$ cat config.mk
export PLATFORM = sky130hd
export DESIGN_NAME = dmev_top
export DESIGN_NICKNAME = d
export VERILOG_FILES = /design/src/hdl/dmev_pkg.sv /design/src/hdl/dmev_flag_bank.sv /design/src/hdl/dmev_top.sv
export VERILOG_INCLUDE_DIRS = /design/src /design/src/hdl
export SDC_FILE = /design/constraint.sdc
export NUM_CORES = 1
export LEC_CHECK = 0
export BUFFER_PORTS_ARGS = -buffer_cell sky130_fd_sc_hd__buf_2
export CAP_MARGIN = 20
export CORE_AREA = 4 4 158 160
export CTS_CLUSTER_SIZE = 25
export DETAILED_ROUTE_END_ITERATION = 7
export DIE_AREA = 0 0 162 164
export GPL_ROUTABILITY_DRIVEN = 0
export PLACE_DENSITY = 0.66
export SYNTH_ARGS = -nofsm -noshare
export SYNTH_HDL_FRONTEND = slang
export SYNTH_SLANG_ARGS = --single-unit
$ cat constraint.sdc
create_clock -name sys_clk_i -period 5.23 [get_ports sys_clk_i]
set_input_delay 1.046 -clock sys_clk_i [delete_from_list [all_inputs] [get_ports sys_clk_i]]
set_output_delay 1.046 -clock sys_clk_i [all_outputs]
set_load 0.1 [all_outputs]
$ cat src/hdl/dmev_defines.svh
// Contract
// - Bits 23-16 pick the irq number that aborts the channel and sets abort flag.
// - Bits 15-8 pick the irq number that starts a channel transfer.
// - Writing one to bit 7 forces a transfer start; reads as zero. Here an abort in the same cycle suppresses the start.
// - Writing one to bit 6 aborts the transfer; reads as zero.
// - Bit 5 set: pattern match aborts and clears channel enable; clear: ignored.
// - Bit 4 set: selected start irq starts a cell transfer; clear: ignored. Here an abort in the same cycle suppresses the start.
// - Bit 3 set: selected abort irq aborts the transfer; clear: ignored.
// - Event control bits 31-24 and 2-0 read as zero.
// - Interrupt control bits 23-16 enable the eight flag sources.
// - Interrupt control bits 31-24 and 15-8 read as zero.
// - Flag bit 7 sets when source pointer equals source size.
// - Flag bit 6 sets when source pointer reaches half of source size.
// - Flag bit 5 sets when destination pointer equals destination size.
// - Flag bit 4 sets when destination pointer reaches half destination size.
// - Flag bit 3 sets on block complete or pattern match.
// - Flag bit 2 sets on each completed cell.
// - Flag bit 1 sets on irq abort; bit 0 on address error.
`ifndef DMEV_DEFINES_SVH
`define DMEV_DEFINES_SVH
`define DMEV_ECON_ADDR      12'h000
`define DMEV_INT_ADDR       12'h004
`define DMEV_ABT_SEL_LSB    16
`define DMEV_STA_SEL_LSB    8
`define DMEV_FORCE_BIT      7
`define DMEV_ABORT_BIT      6
`define DMEV_PATTERN_ABORT_ENABLE_BIT      5
`define DMEV_START_IRQ_ENABLE_BIT     4
`define DMEV_ABORT_IRQ_ENABLE_BIT     3
`define DMEV_IE_LSB         16
`define DMEV_SEL_RESET      8'hFF
`define DMEV_FLG_SDONE      7
`define DMEV_FLG_SHALF      6
`define DMEV_FLG_DDONE      5
`define DMEV_FLG_DHALF      4
`define DMEV_FLG_BLOCK      3
`define DMEV_FLG_CELL       2
`define DMEV_FLG_ABORT      1
`define DMEV_FLG_ADDR       0
`endif

$ cat src/hdl/dmev_pkg.sv
package dmev_pkg;
	typedef logic [7:0] dmev_irq_num_t;
	typedef logic [7:0] dmev_flags_t;
	typedef logic [15:0] dmev_size_t;
endpackage

$ cat src/hdl/dmev_flag_bank.sv
`timescale 1ns/100ps
`default_nettype none
// Sticky flags: software clears by writing zero, a same-cycle hardware set wins.
module dmev_flag_bank
	import dmev_pkg::*;
#(
	parameter int NUM_FLAGS = 8
)
(
	// Clock and reset
	input  wire logic                 sys_clk_i,
	input  wire logic                 rst_n_i,
	// Set, clear and enable
	input  wire logic [NUM_FLAGS-1:0] set_i,
	input  wire logic [NUM_FLAGS-1:0] clr_i,
	input  wire logic [NUM_FLAGS-1:0] enable_i,
	// State
	output logic      [NUM_FLAGS-1:0] flags_o,
	output logic                      irq_o
);
	logic [NUM_FLAGS-1:0] flag_reg;
	logic [NUM_FLAGS-1:0] flag_next;
	logic                 irq_reg;
	logic                 irq_next;

	genvar g;
	generate
		for (g = 0; g < NUM_FLAGS; g++)
		begin : g_flag
			always_comb
			begin
				flag_next[g] = set_i[g] | (flag_reg[g] & ~clr_i[g]);
			end
		end
	endgenerate

	always_comb
	begin
		irq_next = |(flag_next & enable_i);
	end

	always_ff @(posedge sys_clk_i or negedge rst_n_i)
	begin
		if (!rst_n_i)
		begin
			flag_reg <= '0;
			irq_reg  <= 1'b0;
		end
		else
		begin
			flag_reg <= flag_next;
			irq_reg  <= irq_next;
		end
	end

	assign flags_o = flag_reg;
	assign irq_o   = irq_reg;
endmodule
`default_nettype wire

$ cat src/hdl/dmev_top.sv
`timescale 1ns/100ps
`default_nettype none
`include "dmev_defines.svh"
module dmev_top
(
	// Clock and reset
	input  wire logic                 sys_clk_i,
	input  wire logic                 rst_n_i,
	// APB slave
	input  wire logic                 psel,
	input  wire logic                 penable,
	input  wire logic                 pwrite,
	input  wire logic [11:0]          paddr,
	input  wire logic [31:0]          pwdata,
	output logic      [31:0]          prdata,
	output logic                      pready,
	output logic                      pslverr,
	// Peripheral interrupt lines, one per irq number
	input  wire logic [255:0]         periph_irq_i,
	// Transfer engine status
	input  wire logic                 channel_on_bit_i,
	input  wire logic                 pattern_match_i,
	input  wire logic                 cell_xfer_done_i,
	input  wire logic                 block_xfer_done_i,
	input  wire logic                 addr_error_i,
	input  wire dmev_pkg::dmev_size_t source_pointer_i,
	input  wire dmev_pkg::dmev_size_t source_size_i,
	input  wire dmev_pkg::dmev_size_t dest_pointer_i,
	input  wire dmev_pkg::dmev_size_t dest_size_i,
	// Transfer engine control
	output logic                      start_xfer_o,
	output logic                      abort_xfer_o,
	output logic                      channel_off_o,
	output logic                      irq_o
);
	import dmev_pkg::*;

	dmev_irq_num_t abort_irq_select_reg;
	dmev_irq_num_t abort_irq_select_next;
	dmev_irq_num_t start_irq_select_reg;
	dmev_irq_num_t start_irq_select_next;
	logic          pattern_abort_enable_reg;
	logic          pattern_abort_enable_next;
	logic          start_irq_enable_reg;
	logic          start_irq_enable_next;
	logic          abort_irq_enable_reg;
	logic          abort_irq_enable_next;
	dmev_flags_t   ie_reg;
	dmev_flags_t   ie_next;
	logic [31:0]   prdata_reg;
	logic [31:0]   prdata_next;
	logic          start_reg;
	logic          start_next;
	logic          abort_reg;
	logic          abort_next;
	logic          off_reg;
	logic          off_next;
	logic          sptr_eq_reg;
	logic          sptr_half_reg;
	logic          dptr_eq_reg;
	logic          dptr_half_reg;
	logic          sptr_eq_next;
	logic          sptr_half_next;
	logic          dptr_eq_next;
	logic          dptr_half_next;
	dmev_flags_t   flag_set;
	dmev_flags_t   flag_clr;
	dmev_flags_t   flags;
	logic          flag_irq;
	logic          wr_access;
	logic          rd_access;
	logic          irq_abort_hit;
	logic          irq_start_hit;
	logic          pattern_abort;

	// Single-cycle access phase: the slave never inserts wait states.
	always_comb
	begin
		wr_access = psel & penable & pwrite;
		rd_access = psel & penable & ~pwrite;
	end

	always_comb
	begin
		irq_abort_hit = abort_irq_enable_reg & periph_irq_i[abort_irq_select_reg];
		irq_start_hit = start_irq_enable_reg & periph_irq_i[start_irq_select_reg];
		pattern_abort = pattern_abort_enable_reg & pattern_match_i;
	end

	// Configuration registers.
	always_comb
	begin
		abort_irq_select_next     = abort_irq_select_reg;
		start_irq_select_next     = start_irq_select_reg;
		pattern_abort_enable_next = pattern_abort_enable_reg;
		start_irq_enable_next     = start_irq_enable_reg;
		abort_irq_enable_next     = abort_irq_enable_reg;
		ie_next                   = ie_reg;
		if (wr_access && paddr == `DMEV_ECON_ADDR)
		begin
			abort_irq_select_next     = pwdata[`DMEV_ABT_SEL_LSB +: 8];
			start_irq_select_next     = pwdata[`DMEV_STA_SEL_LSB +: 8];
			pattern_abort_enable_next = pwdata[`DMEV_PATTERN_ABORT_ENABLE_BIT];
			start_irq_enable_next     = pwdata[`DMEV_START_IRQ_ENABLE_BIT];
			abort_irq_enable_next     = pwdata[`DMEV_ABORT_IRQ_ENABLE_BIT];
		end
		if (wr_access && paddr == `DMEV_INT_ADDR)
		begin
			ie_next = pwdata[`DMEV_IE_LSB +: 8];
		end
	end

	// Start and abort pulses towards the engine.
	always_comb
	begin
		start_next = irq_start_hit
			| (wr_access && paddr == `DMEV_ECON_ADDR && pwdata[`DMEV_FORCE_BIT]);
		abort_next = irq_abort_hit | pattern_abort
			| (wr_access && paddr == `DMEV_ECON_ADDR && pwdata[`DMEV_ABORT_BIT]);
		off_next   = pattern_abort & channel_on_bit_i;
		// Abort overrides a start seen in the same cycle.
		if (abort_next)
		begin
			start_next = 1'b0;
		end
	end

	// Pointer comparisons are registered so the flags set on the first cycle of a match only.
	always_comb
	begin
		sptr_eq_next   = source_pointer_i == source_size_i;
		sptr_half_next = source_pointer_i == (source_size_i >> 1);
		dptr_eq_next   = dest_pointer_i == dest_size_i;
		dptr_half_next = dest_pointer_i == (dest_size_i >> 1);
	end

	always_comb
	begin
		flag_set                  = '0;
		flag_set[`DMEV_FLG_SDONE] = sptr_eq_next & ~sptr_eq_reg;
		flag_set[`DMEV_FLG_SHALF] = sptr_half_next & ~sptr_half_reg;
		flag_set[`DMEV_FLG_DDONE] = dptr_eq_next & ~dptr_eq_reg;
		flag_set[`DMEV_FLG_DHALF] = dptr_half_next & ~dptr_half_reg;
		flag_set[`DMEV_FLG_BLOCK] = block_xfer_done_i | pattern_match_i;
		flag_set[`DMEV_FLG_CELL]  = cell_xfer_done_i;
		flag_set[`DMEV_FLG_ABORT] = irq_abort_hit;
		flag_set[`DMEV_FLG_ADDR]  = addr_error_i;
		flag_clr = '0;
		if (wr_access && paddr == `DMEV_INT_ADDR)
		begin
			flag_clr = ~pwdata[7:0];
		end
	end

	dmev_flag_bank #(
		.NUM_FLAGS (8)
	) u_flags (
		.sys_clk_i (sys_clk_i),
		.rst_n_i   (rst_n_i),
		.set_i     (flag_set),
		.clr_i     (flag_clr),
		.enable_i  (ie_next),
		.flags_o   (flags),
		.irq_o     (flag_irq)
	);

	// Read data; unused and write-only bits read zero.
	always_comb
	begin
		prdata_next = '0;
		if (psel && !penable && !pwrite)
		begin
			if (paddr == `DMEV_ECON_ADDR)
			begin
				prdata_next[`DMEV_ABT_SEL_LSB +: 8] = abort_irq_select_reg;
				prdata_next[`DMEV_STA_SEL_LSB +: 8] = start_irq_select_reg;
				prdata_next[`DMEV_PATTERN_ABORT_ENABLE_BIT]        = pattern_abort_enable_reg;
				prdata_next[`DMEV_START_IRQ_ENABLE_BIT]       = start_irq_enable_reg;
				prdata_next[`DMEV_ABORT_IRQ_ENABLE_BIT]       = abort_irq_enable_reg;
			end
			else if (paddr == `DMEV_INT_ADDR)
			begin
				prdata_next[`DMEV_IE_LSB +: 8] = ie_reg;
				prdata_next[7:0]               = flags;
			end
		end
		else if (rd_access)
		begin
			prdata_next = prdata_reg;
		end
	end

	always_ff @(posedge sys_clk_i or negedge rst_n_i)
	begin
		if (!rst_n_i)
		begin
			abort_irq_select_reg     <= `DMEV_SEL_RESET;
			start_irq_select_reg     <= `DMEV_SEL_RESET;
			pattern_abort_enable_reg <= 1'b0;
			start_irq_enable_reg     <= 1'b0;
			abort_irq_enable_reg     <= 1'b0;
			ie_reg                   <= '0;
			prdata_reg               <= '0;
			start_reg                <= 1'b0;
			abort_reg                <= 1'b0;
			off_reg                  <= 1'b0;
			sptr_eq_reg              <= 1'b1;
			sptr_half_reg            <= 1'b1;
			dptr_eq_reg              <= 1'b1;
			dptr_half_reg            <= 1'b1;
		end
		else
		begin
			abort_irq_select_reg     <= abort_irq_select_next;
			start_irq_select_reg     <= start_irq_select_next;
			pattern_abort_enable_reg <= pattern_abort_enable_next;
			start_irq_enable_reg     <= start_irq_enable_next;
			abort_irq_enable_reg     <= abort_irq_enable_next;
			ie_reg                   <= ie_next;
			prdata_reg               <= prdata_next;
			start_reg                <= start_next;
			abort_reg                <= abort_next;
			off_reg                  <= off_next;
			sptr_eq_reg              <= sptr_eq_next;
			sptr_half_reg            <= sptr_half_next;
			dptr_eq_reg              <= dptr_eq_next;
			dptr_half_reg            <= dptr_half_next;
		end
	end

	assign prdata        = prdata_reg;
	assign pready        = 1'b1;
	assign pslverr       = 1'b0;
	assign start_xfer_o  = start_reg;
	assign abort_xfer_o  = abort_reg;
	assign channel_off_o = off_reg;
	assign irq_o         = flag_irq;
endmodule
`default_nettype wire

=== Yosys cells after proc, flatten, opt, wreduce, memory -nomap -nowiden ===
Index checks and enable logic that the tools add are counted.

* Register bits: 75
* Output and inout bits: 38

* $lt $le $gt $ge: 2
* Eq/ne operators: 6
* Mux-type cells: 17
* Bitwise operators: 46
* Reductions and logical operators: 10

{| class="wikitable"
|+ Operators by type and width
! kind !! number
|-
| 8-bit 2-to-1 mux || 7
|-
| 16-bit by 15-bit equality test with 1-bit output || 2
|-
| 16-bit equality test || 2
|-
| 32-bit 2-to-1 mux || 1
|-
| 24-bit 2-to-1 mux || 1
|-
| 1-bit bitwise AND || 19
|-
| 8-bit by 9-bit < comparator with 1-bit output (second input constant) || 2
|-
| 1-bit binary-select mux with 8-bit select || 2
|-
| 1-bit inverter || 13
|-
| 12-bit by 3-bit equality test with 1-bit output (second input constant) || 1
|-
| 12-bit zero test || 1
|-
| 1-bit OR || 12
|-
| 8-bit bitwise AND || 1
|-
| 8-bit inverter || 1
|-
| 8-bit OR reduction || 1
|-
| 1-bit logical AND || 6
|-
| 3-bit 2-to-1 mux || 2
|-
| 1-bit 2-to-1 mux || 3
|-
| 1-bit zero test || 2
|-
| 2-bit 2-to-1 mux || 1
|-
| 2-bit by 1-bit != test with 1-bit output (second input constant) || 1
|}

=== Depth between registers and ports, before layout ===
Gate-level depths: netlist of the first run.

* Depth in word-level cells: 9
* Depth in mapped cells: 12
* Mapped depth without buffers: 7

=== Hierarchy ===
A second synthesis of the first run with hierarchy kept.

* Cells, all modules: 675
* Area, all modules: 7,682.4 um2

{| class="wikitable"
|+ Modules (own cells, without submodules)
! module !! instances !! cells an instance !! area an instance (um2) !! seq. area each (um2)
|-
| dmev_top || 1 || 645 || 7,324.5 || 1,476.4
|-
| dmev_flag_bank || 1 || 30 || 357.8 || 225.2
|}

=== Least setup slack after synthesis of the first run ===
Ideal clock, no wire load.

* Path kind: register to register
* Start: register start_irq_select_reg[0]
* End: register start_reg (netlist: start_xfer_o)
* Library setup time: 120 ps
* Arrival: 2,988 ps
* Data required time: 5,110 ps
* Setup slack: 2,123 ps
* Stages on the path, launching flop included: 11
* Buffers on the path: 3
* Period minus slack after synthesis: 3,107 ps
* Path through: dfstp_2 buf_2 buf_2 buf_2 mux4_2 a22oi_1 a21oi_1 nor4_1 o32ai_1 a211o_1 and3_1

* Longest elaborated chain between the ends: 5

{| class="wikitable"
|+ Ends and longest elaborated chain
! what !! line !! source
|-
| start, declared || dmev_top.sv:40 || <nowiki>dmev_irq_num_t start_irq_select_reg;</nowiki>
|-
| start signal, assigned || dmev_top.sv:198 || <nowiki>start_irq_select_reg <= `DMEV_SEL_RESET;</nowiki>
|-
| start signal, assigned || dmev_top.sv:215 || <nowiki>start_irq_select_reg <= start_irq_select_next;</nowiki>
|-
| 1-bit binary-select mux with 8-bit select || dmev_top.sv:86 || <nowiki>irq_start_hit = start_irq_enable_reg & periph_irq_i[start_irq_select_reg];</nowiki>
|-
| 1-bit 2-to-1 mux (implied by the code) || dmev_top.sv:86 ||
|-
| 1-bit bitwise AND || dmev_top.sv:86 ||
|-
| 1-bit OR || dmev_top.sv:116 || <nowiki>start_next = irq_start_hit</nowiki>
|-
| 1-bit 2-to-1 mux || dmev_top.sv:122 || <nowiki>if (abort_next)</nowiki>
|-
| named net start_next || dmev_top.sv:53 || <nowiki>logic start_next;</nowiki>
|-
| end signal, assigned || dmev_top.sv:221 || <nowiki>start_reg <= start_next;</nowiki>
|-
| end, declared || dmev_top.sv:52 || <nowiki>logic start_reg;</nowiki>
|}

The timed path passes the listed nets, and every way through them passes these cells. The select of a mux whose other input is x is not followed.
A chain may end at the register's enable or synchronous reset.

=== Worst setup path in the final report of the first run ===
* Start: register abort_irq_select_reg[0]
* End: register u_flags.irq_reg (netlist: u_flags.irq_o)

* Longest elaborated chain between the ends: 6

{| class="wikitable"
|+ Ends and longest elaborated chain
! what !! line !! source
|-
| start, declared || dmev_top.sv:38 || <nowiki>dmev_irq_num_t abort_irq_select_reg;</nowiki>
|-
| start signal, assigned || dmev_top.sv:197 || <nowiki>abort_irq_select_reg <= `DMEV_SEL_RESET;</nowiki>
|-
| start signal, assigned || dmev_top.sv:214 || <nowiki>abort_irq_select_reg <= abort_irq_select_next;</nowiki>
|-
| 1-bit binary-select mux with 8-bit select || dmev_top.sv:85 || <nowiki>irq_abort_hit = abort_irq_enable_reg & periph_irq_i[abort_irq_select_reg];</nowiki>
|-
| 1-bit 2-to-1 mux (implied by the code) || dmev_top.sv:85 ||
|-
| 1-bit bitwise AND || dmev_top.sv:85 ||
|-
| 1-bit OR || dmev_flag_bank.sv:32 || <nowiki>flag_next[g] = set_i[g] | (flag_reg[g] & ~clr_i[g]);</nowiki>
|-
| named net u_flags.flag_next[1] || dmev_flag_bank.sv:22 || <nowiki>logic [NUM_FLAGS-1:0] flag_next;</nowiki>
|-
| 8-bit bitwise AND || dmev_flag_bank.sv:39 || <nowiki>irq_next = |(flag_next & enable_i);</nowiki>
|-
| 8-bit OR reduction || dmev_flag_bank.sv:39 ||
|-
| named net u_flags.irq_next || dmev_flag_bank.sv:24 || <nowiki>logic irq_next;</nowiki>
|-
| end signal, assigned || dmev_flag_bank.sv:52 || <nowiki>irq_reg <= irq_next;</nowiki>
|-
| end, declared || dmev_flag_bank.sv:23 || <nowiki>logic irq_reg;</nowiki>
|}

The timed path passes the listed nets, and every way through them passes these cells. The select of a mux whose other input is x is not followed.

==> reports/metrics.yaml, run 1 <==
detailed_routing:
  drtPass1Iterations: 5
  drc: 0
  detail-route-antenna-nets: 0
  wirelength_um: 29730
  wl_per_cell_um: 22.13
  viasPerCell: 5.654
  vias: 7593
  drt_iter0_drc: 494
layout:
  fill_cells: 2323
  stdcell_area_um2: 10240
  fin_cells: 1343
  largest_reg_flops: 24
  area_delta_synth_final_pct: 31.65
  drive_above_1_share_pct: 57.83
  layout.nets: 1391
logic_synthesis:
  ys.warnings.count: 0
  synthTopCellsByArea: "mux4_2 (35%), dfrtp_1 (15%), dfstp_2 (6.8%)"
  yosysTopAreaCell: "mux4_2"
  synthCells: 656
  syn_avg_cell_area_um2: 11.85
  synthArstFlopShare_pct: 100.0
  synth_top_area_share_pct: 34.75
  syn-cell-area_um2: 7776
  synth_edf_count: 0
  yosysSeqAreaShare_pct: 21.88
  yosysUniqueCellTypes: 58
  yosysMostFrequentCell: "mux4_2"
  synthTopCellsByCount: "mux4_2 (120), nand2_1 (89), dfrtp_1 (47), xnor2_1 (32)"
  synth-seq-cells: 67
  synthFlopType: "dfrtp_1"
worst_setup_path:
  worstReg2RegStart: "abort_irq_select_reg[0]$_DFFE_PN1P_"
  critPathCaptureType: "flip-flop"
  required_ps: 5450
  critical_path.startpoint_type: "flip-flop"
  slowest_delay_ps: 1070
  cp_cell_sequence: "buf_4, mux4_2, a2111oi_0, o211ai_1, nand3_1, a2111oi_0, or3_4, a211o_1"
  worstPathMaxFanout: 42
  path_class: "flip-flop to flip-flop"
  worstPathArrival_ps: 3970
  crit_slowest_cell: "dfstp_4"
  cp-startpoint: "abort_irq_select_reg[0]$_DFFE_PN1P_"
  crit_top_cell: "a2111oi_0"
timing:
  whs_ps: 479.6
  skew_ps: 6.766
  slew_headroom_pct: 28.62
  finalCritPeriodShare_pct: 71.86
  final_hold_viol_count: 0
  setup_viol: 0
  min_period_ps: 3758
  rsz0062_at_grt: "no"
  worst_slew_pin_slew_ps: 1070
  setup_tns_ps: 0
  slew_violations: 0
  max_freq_mhz: 266.1
clocking:
  cts_tree: "done"
  cts.path.max_buffers: 2
  clk_pin_slew_ps: 50
  cts.sinks: 67
  cts_resized: 0
  cts_hold_buffers: 0
  cts_buffers: 9
  worstSkewPairLatency_ps: 330
  cts_root_buf: "clkbuf_16"
  cts_setup_buffers: 0
  cts_htree_levels: 3
placed_design:
  dp_cells: 1325
  postPlaceCellArea_um2: 9938
  post-dp-hpwl_um: 24500
  port-buffer-count: 393
run_status:
  status: "completed"
power:
  swShare_pct: 26.97
  seqPwrFrac_pct: 34.9
  p_switching_w: 0.0004037
  max-vdd-ir-drop_mv: 0.1497
  p_int_w: 0.001093
  p_leak_nw: 4.292
  p_comb_share_pct: 25.7
  power_frac_clock_pct: 39.5
  power_density_nw_per_um2: 146.2
global_routing:
  antenna_found_initial: 4
  grt_max_degree: 43
  grt_pass1_vias: 7741
  gr-total-overflow: 0
  grt_pass1_wl_um: 43850
  grt_usage_pct: 21.36
die:
  design.portCount: 412
  die_h_um: 164
  start_util_pct: 33.23
  die-area_um2: 26570
  die_x_um: 162
  placementRows: 56
  fp.coreArea_um2: 23400
job:
  maxCapViolations: 0
worst_hold_path:
  worstHoldStart: "u_flags.flags_o[0]$_DFF_PN0_"
  hp-class: "flip-flop to flip-flop"
-- critical path: cells and delay by family (launching register included) --
family	cells	cell delay (ps)
multiplexers	1	540
buffers and inverters	1	370
flip-flops	1	1070
AO/OA/AOI/OAI	4	1060
AND/OR/NAND/NOR	2	550
-- final timing paths --
path	end	slack [ps]	depth (start not counted)
min in group asynchronous	u_flags.flags_o[2]$_DFF_PN0_	700	1
min	prdata[0]$_DFFE_PN0P_	480	1
min reg2reg	prdata[0]$_DFFE_PN0P_	480	1
max reg2reg	u_flags.irq_o$_DFF_PN0_	1470	8
max	u_flags.irq_o$_DFF_PN0_	1470	8
max in group asynchronous	abort_irq_select_reg[4]$_DFFE_PN1P_	3570	2
-- power groups by stage --
| stage | registers (W) | logic, W | clock network [W] |
|---|---|---|---|
| 6_report | 0.000522 | 0.000384 | 0.000591 |
| 5_1_grt | 0.000521 | 0.000415 | 0.000631 |
| 4_1_cts | 0.000522 | 0.000384 | 0.000604 |
| 3_5_place_dp | 0.000530 | 0.000382 | 0 |
| 3_3_place_gp | 0.000530 | 0.000376 | 0 |
| 2_1_floorplan | 0.000529 | 0.000178 | 0 |
-- area by class of cell --
class	count	area, µm²	area share (%)
Timing Repair Buffer	409	2100	20.51
Clock buffer	9	225.2	2.200
Multi-Input combinational cell	525	5712	55.79
Inverter	5	18.77	0.1833
Antenna cell	2	5.005	0.04889
Sequential cell	67	1709	16.70
Tap cell	319	399.1	3.899
Clock inverter	7	68.82	0.6722
-- cell families (layout without fill, tap and decap cells) --
family	after synthesis	count (layout)	share of synthesized area, %
xor gates and xnor gates	62	62	6.983
and+or+nand+nor	177	177	11.17
AOI/OAI and AO/OA	104	104	9.864
other	2	12	0.09658
muxes	172	172	44.86
buffers and inverters	72	430	5.149
DFF	67	67	21.88
-- layout by cell type (no fill, tap or decap), types with 3 or more instances in the layout --
cell type,netlist,layout
buf_2,14,393
mux4_2,120,120
nand2_1,89,89
dfrtp_1,47,47
xnor2_1,32,32
xor2_1,30,30
a22oi_1,29,29
o21ai_0,24,24
mux2i_1,20,20
dfstp_2,20,18
mux2_2,17,17
mux4_1,15,15
buf_4,11,15
a22o_1,14,14
nor4_1,12,12
nand4_1,11,11
nor2_1,12,11
conb_1,2,10
nand3_1,9,9
clkbuf_16,0,9
nand2b_1,8,8
nor3_1,8,7
nor2b_1,6,6
inv_1,5,5
a221oi_1,5,5
a21oi_1,5,5
o41ai_1,3,3
or3b_2,3,3
or3_1,3,3
a211o_1,3,3
clkinv_2,0,3
-- through the flow --
step | total power, W | utilization (%) | worst slack (ps)
2_1_floorplan | 0.0007070 | - | 2123
5_1_grt | 0.001567 | 43.74 | 1347
3_5_place_dp | 0.0009126 | 42.47 | 1512
3_3_place_gp | 0.0009060 | 42.47 | 1518
4_1_cts | 0.001510 | 43.72 | 1495
6_report | 0.001497 | 43.74 | 1472
-- per-layer routing --
layer,wire length [µm],global-route usage [%],up-vias
li1,-,-,3387
met1,11860,27.88,3756
met2,14830,36.59,398
met3,2527,4.868,48
met4,493,4.614,4
met5,14,0,-
No activity file was read; power rests on OpenSTA's default activity.
==> run 2: changes to the inputs <==
Settings changed: ABC_AREA set to 1, PLACE_DENSITY 0.66 to 0.73.
Clock period 5.23 ns to 3.1 ns, I/O delays scaled along.
==> reports/metrics.yaml, run 2 <==
run_status:
  status: "completed"
clocking:
  cts_setup_buffers: 0
  clk_pin_slew_ps: 50
  worstSkewPairLatency_ps: 320
  cts_htree_levels: 3
  cts_resized: 0
  cts_hold_buffers: 0
  cts.sinks: 67
  cts_buffers: 9
  cts.path.max_buffers: 2
  cts_root_buf: "clkbuf_16"
  cts_tree: "done"
timing:
  rsz0062_at_grt: "no"
  finalCritPeriodShare_pct: 82.60
  worst_slew_pin_slew_ps: 865.7
  slew_violations: 0
  setup_ws_ps: 539.5
  max_freq_mhz: 390.6
  min_period_ps: 2560
  final_hold_viol_count: 0
  skew_ps: 4.400
  slew_headroom_pct: 42.12
  setup_tns_ps: 0
  setup_viol: 0
layout:
  fill_cells: 2531
  layout_commonest_cell: "nand2_1"
  layout_common_cells: "nand2_1 (636), nand3_1 (497), buf_2 (393)"
  layout.nets: 2302
  multiInputGateArea_um2: 6115
  largest_reg_flops: 24
  regArea_um2: 1709
  area_delta_synth_final_pct: 27.82
  drive_above_1_share_pct: 24.37
global_routing:
  grt_pass1_vias: 11690
  gr-total-overflow: 0
  antenna_found_initial: 24
  grt_max_degree: 130
  grt_usage_pct: 29.35
  grt_pass1_wl_um: 62480
worst_setup_path:
  required_ps: 3310
  critical_path.startpoint_type: "flip-flop"
  reg2reg_slack_ps: 540
  cp-startpoint: "abort_irq_select_reg[0]$_DFFE_PN1P_"
  worstPathMaxFanout: 129
  critPathCaptureType: "flip-flop"
  worstReg2RegStart: "abort_irq_select_reg[0]$_DFFE_PN1P_"
  worstRegToRegCells: 14
  cp-endpoint: "start_xfer_o$_DFF_PN0_"
  worstPathArrival_ps: 2770
  rr_endpoint: "start_xfer_o$_DFF_PN0_"
  path_class: "flip-flop to flip-flop"
logic_synthesis:
  ys.warnings.count: 0
  synthTopCellsByArea: "nand3_1 (29%), nand2_1 (27%), dfrtp_1 (13%)"
  synth_edf_count: 0
  synthCells: 1617
  yosysSeqAreaShare_pct: 19.50
  yosysUniqueCellTypes: 30
  synthArstFlopShare_pct: 100.0
  synthFlopType: "dfrtp_1"
  yosysTopAreaCell: "nand3_1"
  synth_top_area_share_pct: 28.51
  syn_avg_cell_area_um2: 5.396
  yosysMostFrequentCell: "nand2_1"
  synth-seq-cells: 67
  synthTopCellsByCount: "nand2_1 (636), nand3_1 (497), inv_1 (84), buf_2 (63), dfrtp_1 (47)"
  syn-cell-area_um2: 8725
placed_design:
  post-dp-hpwl_um: 30640
  pre_cts_ws_ps: 642.9
  port-buffer-count: 393
die:
  placementRows: 56
  die_h_um: 164
  die-area_um2: 26570
  fp.coreArea_um2: 23400
  design.portCount: 412
  die_x_um: 162
  start_util_pct: 37.28
power:
  p_comb_share_pct: 28.5
  power_frac_clock_pct: 37.2
  seqPwrFrac_pct: 34.4
  p_int_w: 0.001798
  finalPower_w: 0.002563
  power_density_nw_per_um2: 229.9
  swShare_pct: 29.86
  p_switching_w: 0.0007654
  max-vdd-ir-drop_mv: 0.4140
  p_leak_nw: 5.830
detailed_routing:
  drc: 0
  wirelength_um: 41460
  drt_iter0_drc: 2044
  detail-route-antenna-nets: 0
  vias: 12410
  viasPerCell: 5.465
  drtPass1Iterations: 6
  wl_per_cell_um: 18.26
job:
  maxCapViolations: 0
worst_hold_path:
  hp-class: "input port to asynchronous set/reset pin"
## run 2: cell count changes in the layout (fill, tap and decap cells not counted), moves of 22 or more
cell / change
a22oi_1: -29
inv_1: +76
mux4_2: -120
nand2_1: +547
nand3_1: +488
nor2_1: +27
xor2_1: -22
## run 2: cell families (layout without fill, tap and decap cells)
logic type,count (synthesis),count (layout),synth area share (%)
AND/OR/NAND/NOR,1207,1207,60.16
XOR/XNOR,43,43,4.317
AO/OA/AOI/OAI,80,80,5.048
multiplexers,1,1,0.1291
flip-flops,67,67,19.50
other,2,28,0.08608
buffers and inverters,217,525,10.76
## run 2: worst min path at each step
stage	start	to	slack [ps]
floorplan	rst_n_i	abort_irq_enable_reg$_DFFE_PN0P_	320
global placement	u_flags.flags_o[2]$_DFF_PN0_	prdata[2]$_DFFE_PN0P_	510
detailed placement	abort_irq_enable_reg$_DFFE_PN0P_	abort_irq_enable_reg$_DFFE_PN0P_	520
CTS	rst_n_i	u_flags.flags_o[2]$_DFF_PN0_	280
global route	rst_n_i	u_flags.flags_o[2]$_DFF_PN0_	320
finish	rst_n_i	u_flags.flags_o[2]$_DFF_PN0_	270
## run 2: power by group through the flow
stage | sequential (W) | combinational [W] | clock [W]
2_1_floorplan | 0.000910 | 0.000327 | 0
6_report | 0.000881 | 0.000729 | 0.000953
5_1_grt | 0.000881 | 0.000807 | 0.00101
4_1_cts | 0.000881 | 0.000726 | 0.000969
3_5_place_dp | 0.000895 | 0.000723 | 0
3_3_place_gp | 0.000895 | 0.000708 | 0
## run 2: through the flow
step / utilization [%] / hold WS [ps] / std cells / area, µm²
3_5_place_dp: 46.25 / 520.3 / 2236 / 10820
5_1_grt: 47.64 / 322.1 / 2269 / 11150
3_3_place_gp: 46.13 / 510.8 / 2235 / 10800
2_1_floorplan: - / 324.4 / 1625 / 8755
4_1_cts: 47.46 / 276.5 / 2252 / 11110
6_report: 47.65 / 274.9 / 2270 / 11150
## run 2: worst max-delay path, stage by stage (launching register included)
cell,delay (ps)
dfstp_4,640
buf_12,410
nand2_1,110
nand3_1,110
nand3_1,140
nand3_1,190
nand3_1,110
nand2_1,70
nand2_1,40
nand3_1,80
nand3_1,70
nand2_1,130
nand2_1,100
nand2_1,100
nor2_1,50
## run 2: area by class of cell
cell class	instances	area share, %
multi-input cells	1341	54.83
clock inverters	2	0.08976
well taps	319	3.579
repair buffers	419	20.24
inverters	90	3.074
flip-flops and latches	67	15.33
clock buffers	14	2.457
diodes	18	0.4039
## run 2: per-layer routing
layer | track usage [%] | up-vias | wire length, µm
li1 | - | 5923 | -
met1 | 34.61 | 5538 | 15420
met2 | 50.15 | 782 | 19650
met3 | 6.073 | 150 | 4149
met4 | 15.88 | 12 | 2152
met5 | 0 | - | 86
==> run 3: changes to the inputs <==
Settings changed: PLACE_DENSITY 0.73 to 0.7.
Clock period 3.1 ns to 2.6 ns, I/O delays scaled along.
==> reports/metrics.yaml, run 3 (synthesis results as in run 2) <==
worst_setup_path:
  rr_endpoint: "u_flags.irq_o$_DFF_PN0_"
  worstPathArrival_ps: 2600
  slowest_delay_ps: 670
  crit_slowest_cell: "dfstp_4"
  crit_top_cell: "nand2_1"
  worstReg2RegStart: "abort_irq_select_reg[0]$_DFFE_PN1P_"
  reg2reg_slack_ps: 210
  cp_cell_sequence: "inv_6, buf_12, nand2_1, nand3_1, nand3_1, nand3_1, nand2_1, nand2_1, nand3_1, nand3_1, nand3_1, nand2_1, nand2_1, nand2_1, nand2_1, nand2_1"
  worstRegToRegCells: 16
  critPathCaptureType: "flip-flop"
  path_class: "flip-flop to flip-flop"
  worstPathMaxFanout: 46
  required_ps: 2810
  critical_path.startpoint_type: "flip-flop"
clocking:
  cts_root_buf: "clkbuf_16"
  cts_tree: "done"
  cts_htree_levels: 3
  cts.path.max_buffers: 2
  worstSkewPairLatency_ps: 330
  cts_buffers: 9
  cts.sinks: 67
  clk_pin_slew_ps: 60
power:
  max-vdd-ir-drop_mv: 0.3786
  p_leak_nw: 5.925
  power_density_nw_per_um2: 275.1
  finalPower_w: 0.003115
layout:
  stdcell_area_um2: 11320
  layout_common_cells: "nand2_1 (636), nand3_1 (497), buf_2 (393)"
  layout_commonest_cell: "nand2_1"
  largest_reg_flops: 24
  layout.nets: 2315
  area_delta_synth_final_pct: 29.80
  multiInputGateArea_um2: 6115
  fill_cells: 2580
  post-route-util_pct: 48.39
  regArea_um2: 1709
  drive_above_1_share_pct: 24.97
timing:
  setup_tns_ps: 0
  min_period_ps: 2393
  whs_ps: 231.9
  skew_ps: 7.004
  max_freq_mhz: 417.9
  slew_headroom_pct: 47.67
  setup_viol: 0
  final_hold_viol_count: 0
  slew_violations: 0
  worst_slew_pin_slew_ps: 784.0
  rsz0062_at_grt: "no"
  finalCritPeriodShare_pct: 92.03
placed_design:
  postPlaceCellArea_um2: 11000
  post-dp-hpwl_um: 32130
  port-buffer-count: 393
die:
  die-area_um2: 26570
  die_h_um: 164
  die_x_um: 162
  fp.coreArea_um2: 23400
  start_util_pct: 37.28
  design.portCount: 412
  placementRows: 56
global_routing:
  grt_max_degree: 66
  grt_pass1_vias: 11860
  antenna_found_initial: 20
  gr-total-overflow: 0
  grt_pass1_wl_um: 63640
  grt_usage_pct: 29.97
detailed_routing:
  detail-route-antenna-nets: 0
  drt_iter0_drc: 1696
  viasPerCell: 5.528
  drtPass1Iterations: 7
  wirelength_um: 42180
  wl_per_cell_um: 18.53
  vias: 12580
  drc: 0
worst_hold_path:
  hp-class: "input port to asynchronous set/reset pin"
job:
  maxCapViolations: 0
run_status:
  status: "completed"
-- run 3: cell types whose count changed in the layout (fill, tap and decap cells not counted), moves of 2 or more --
cell	change
clkbuf_1	-2
buf_4	+6
clkbuf_8	-3
diode_2	-7
clkinvlp_4	+2
buf_12	+8
-- run 3: worst max-delay path by stage --
stage | from | endpoint | slack (ps) | cells after the start
after floorplan | paddr[3] | u_flags.irq_o$_DFF_PN0_ | 760 | 11
after global placement | start_irq_select_reg[0]$_DFFE_PN1P_ | start_xfer_o$_DFF_PN0_ | 270 | 14
after detailed placement | abort_irq_select_reg[0]$_DFFE_PN1P_ | u_flags.irq_o$_DFF_PN0_ | 220 | 16
after CTS | abort_irq_select_reg[0]$_DFFE_PN1P_ | u_flags.irq_o$_DFF_PN0_ | 210 | 16
after global routing | abort_irq_select_reg[0]$_DFFE_PN1P_ | u_flags.irq_o$_DFF_PN0_ | 50 | 16
final | abort_irq_select_reg[0]$_DFFE_PN1P_ | u_flags.irq_o$_DFF_PN0_ | 210 | 16
-- run 3: layout make-up --
type                            instances  share of cell area (%)
Multi-Input combinational cell       1341                   53.99
Timing Repair Buffer                  432                   21.50
Sequential cell                        67                   15.09
Tap cell                              319                   3.524
Inverter                               90                   3.049
Clock buffer                            9                   1.989
Clock inverter                          7                  0.6077
Antenna cell                           11                  0.2431
-- run 3: metal layers --
metal / global-route usage, % / vias to the layer above / part of all wire [%]
met5: 0 / - / 0.27
met4: 14.96 / 18 / 5.3
met3: 7.528 / 154 / 11
met2: 50.34 / 799 / 47
met1: 35.73 / 5661 / 37
li1: - / 5950 / -
-- run 3: report_power, final --
| part | internal, W | switching [W] | leakage, nW | total, W |
|---|---|---|---|---|
| Clock | 0.000738 | 0.000452 | 0.141 | 0.00119 |
| Sequential | 0.00105 | 0.00000183 | 0.800 | 0.00105 |
| Combinational | 0.000378 | 0.000498 | 4.98 | 0.000876 |
-- run 3: what timing repair did --
action                     in CTS  in global routing
gates resized for setup         0                  1
hold buffers                    0                  0
buffers inserted                0                  0
setup endpoints to repair       0                  1
-- run 3: through the flow --
step,worst slack (ps),std cells
global route,47.85,2274
CTS,211.8,2265
detailed placement,224.0,2249
global placement,272.4,2249
floorplan,755.9,1625
finish,207.3,2276
-- run 3: worst max-delay path: cells and delay by family (launching register included) --
family | cells | cell delay [ps]
buffers and inverters | 2 | 330
AND/OR/NAND/NOR | 14 | 1230
flip-flops | 1 | 670
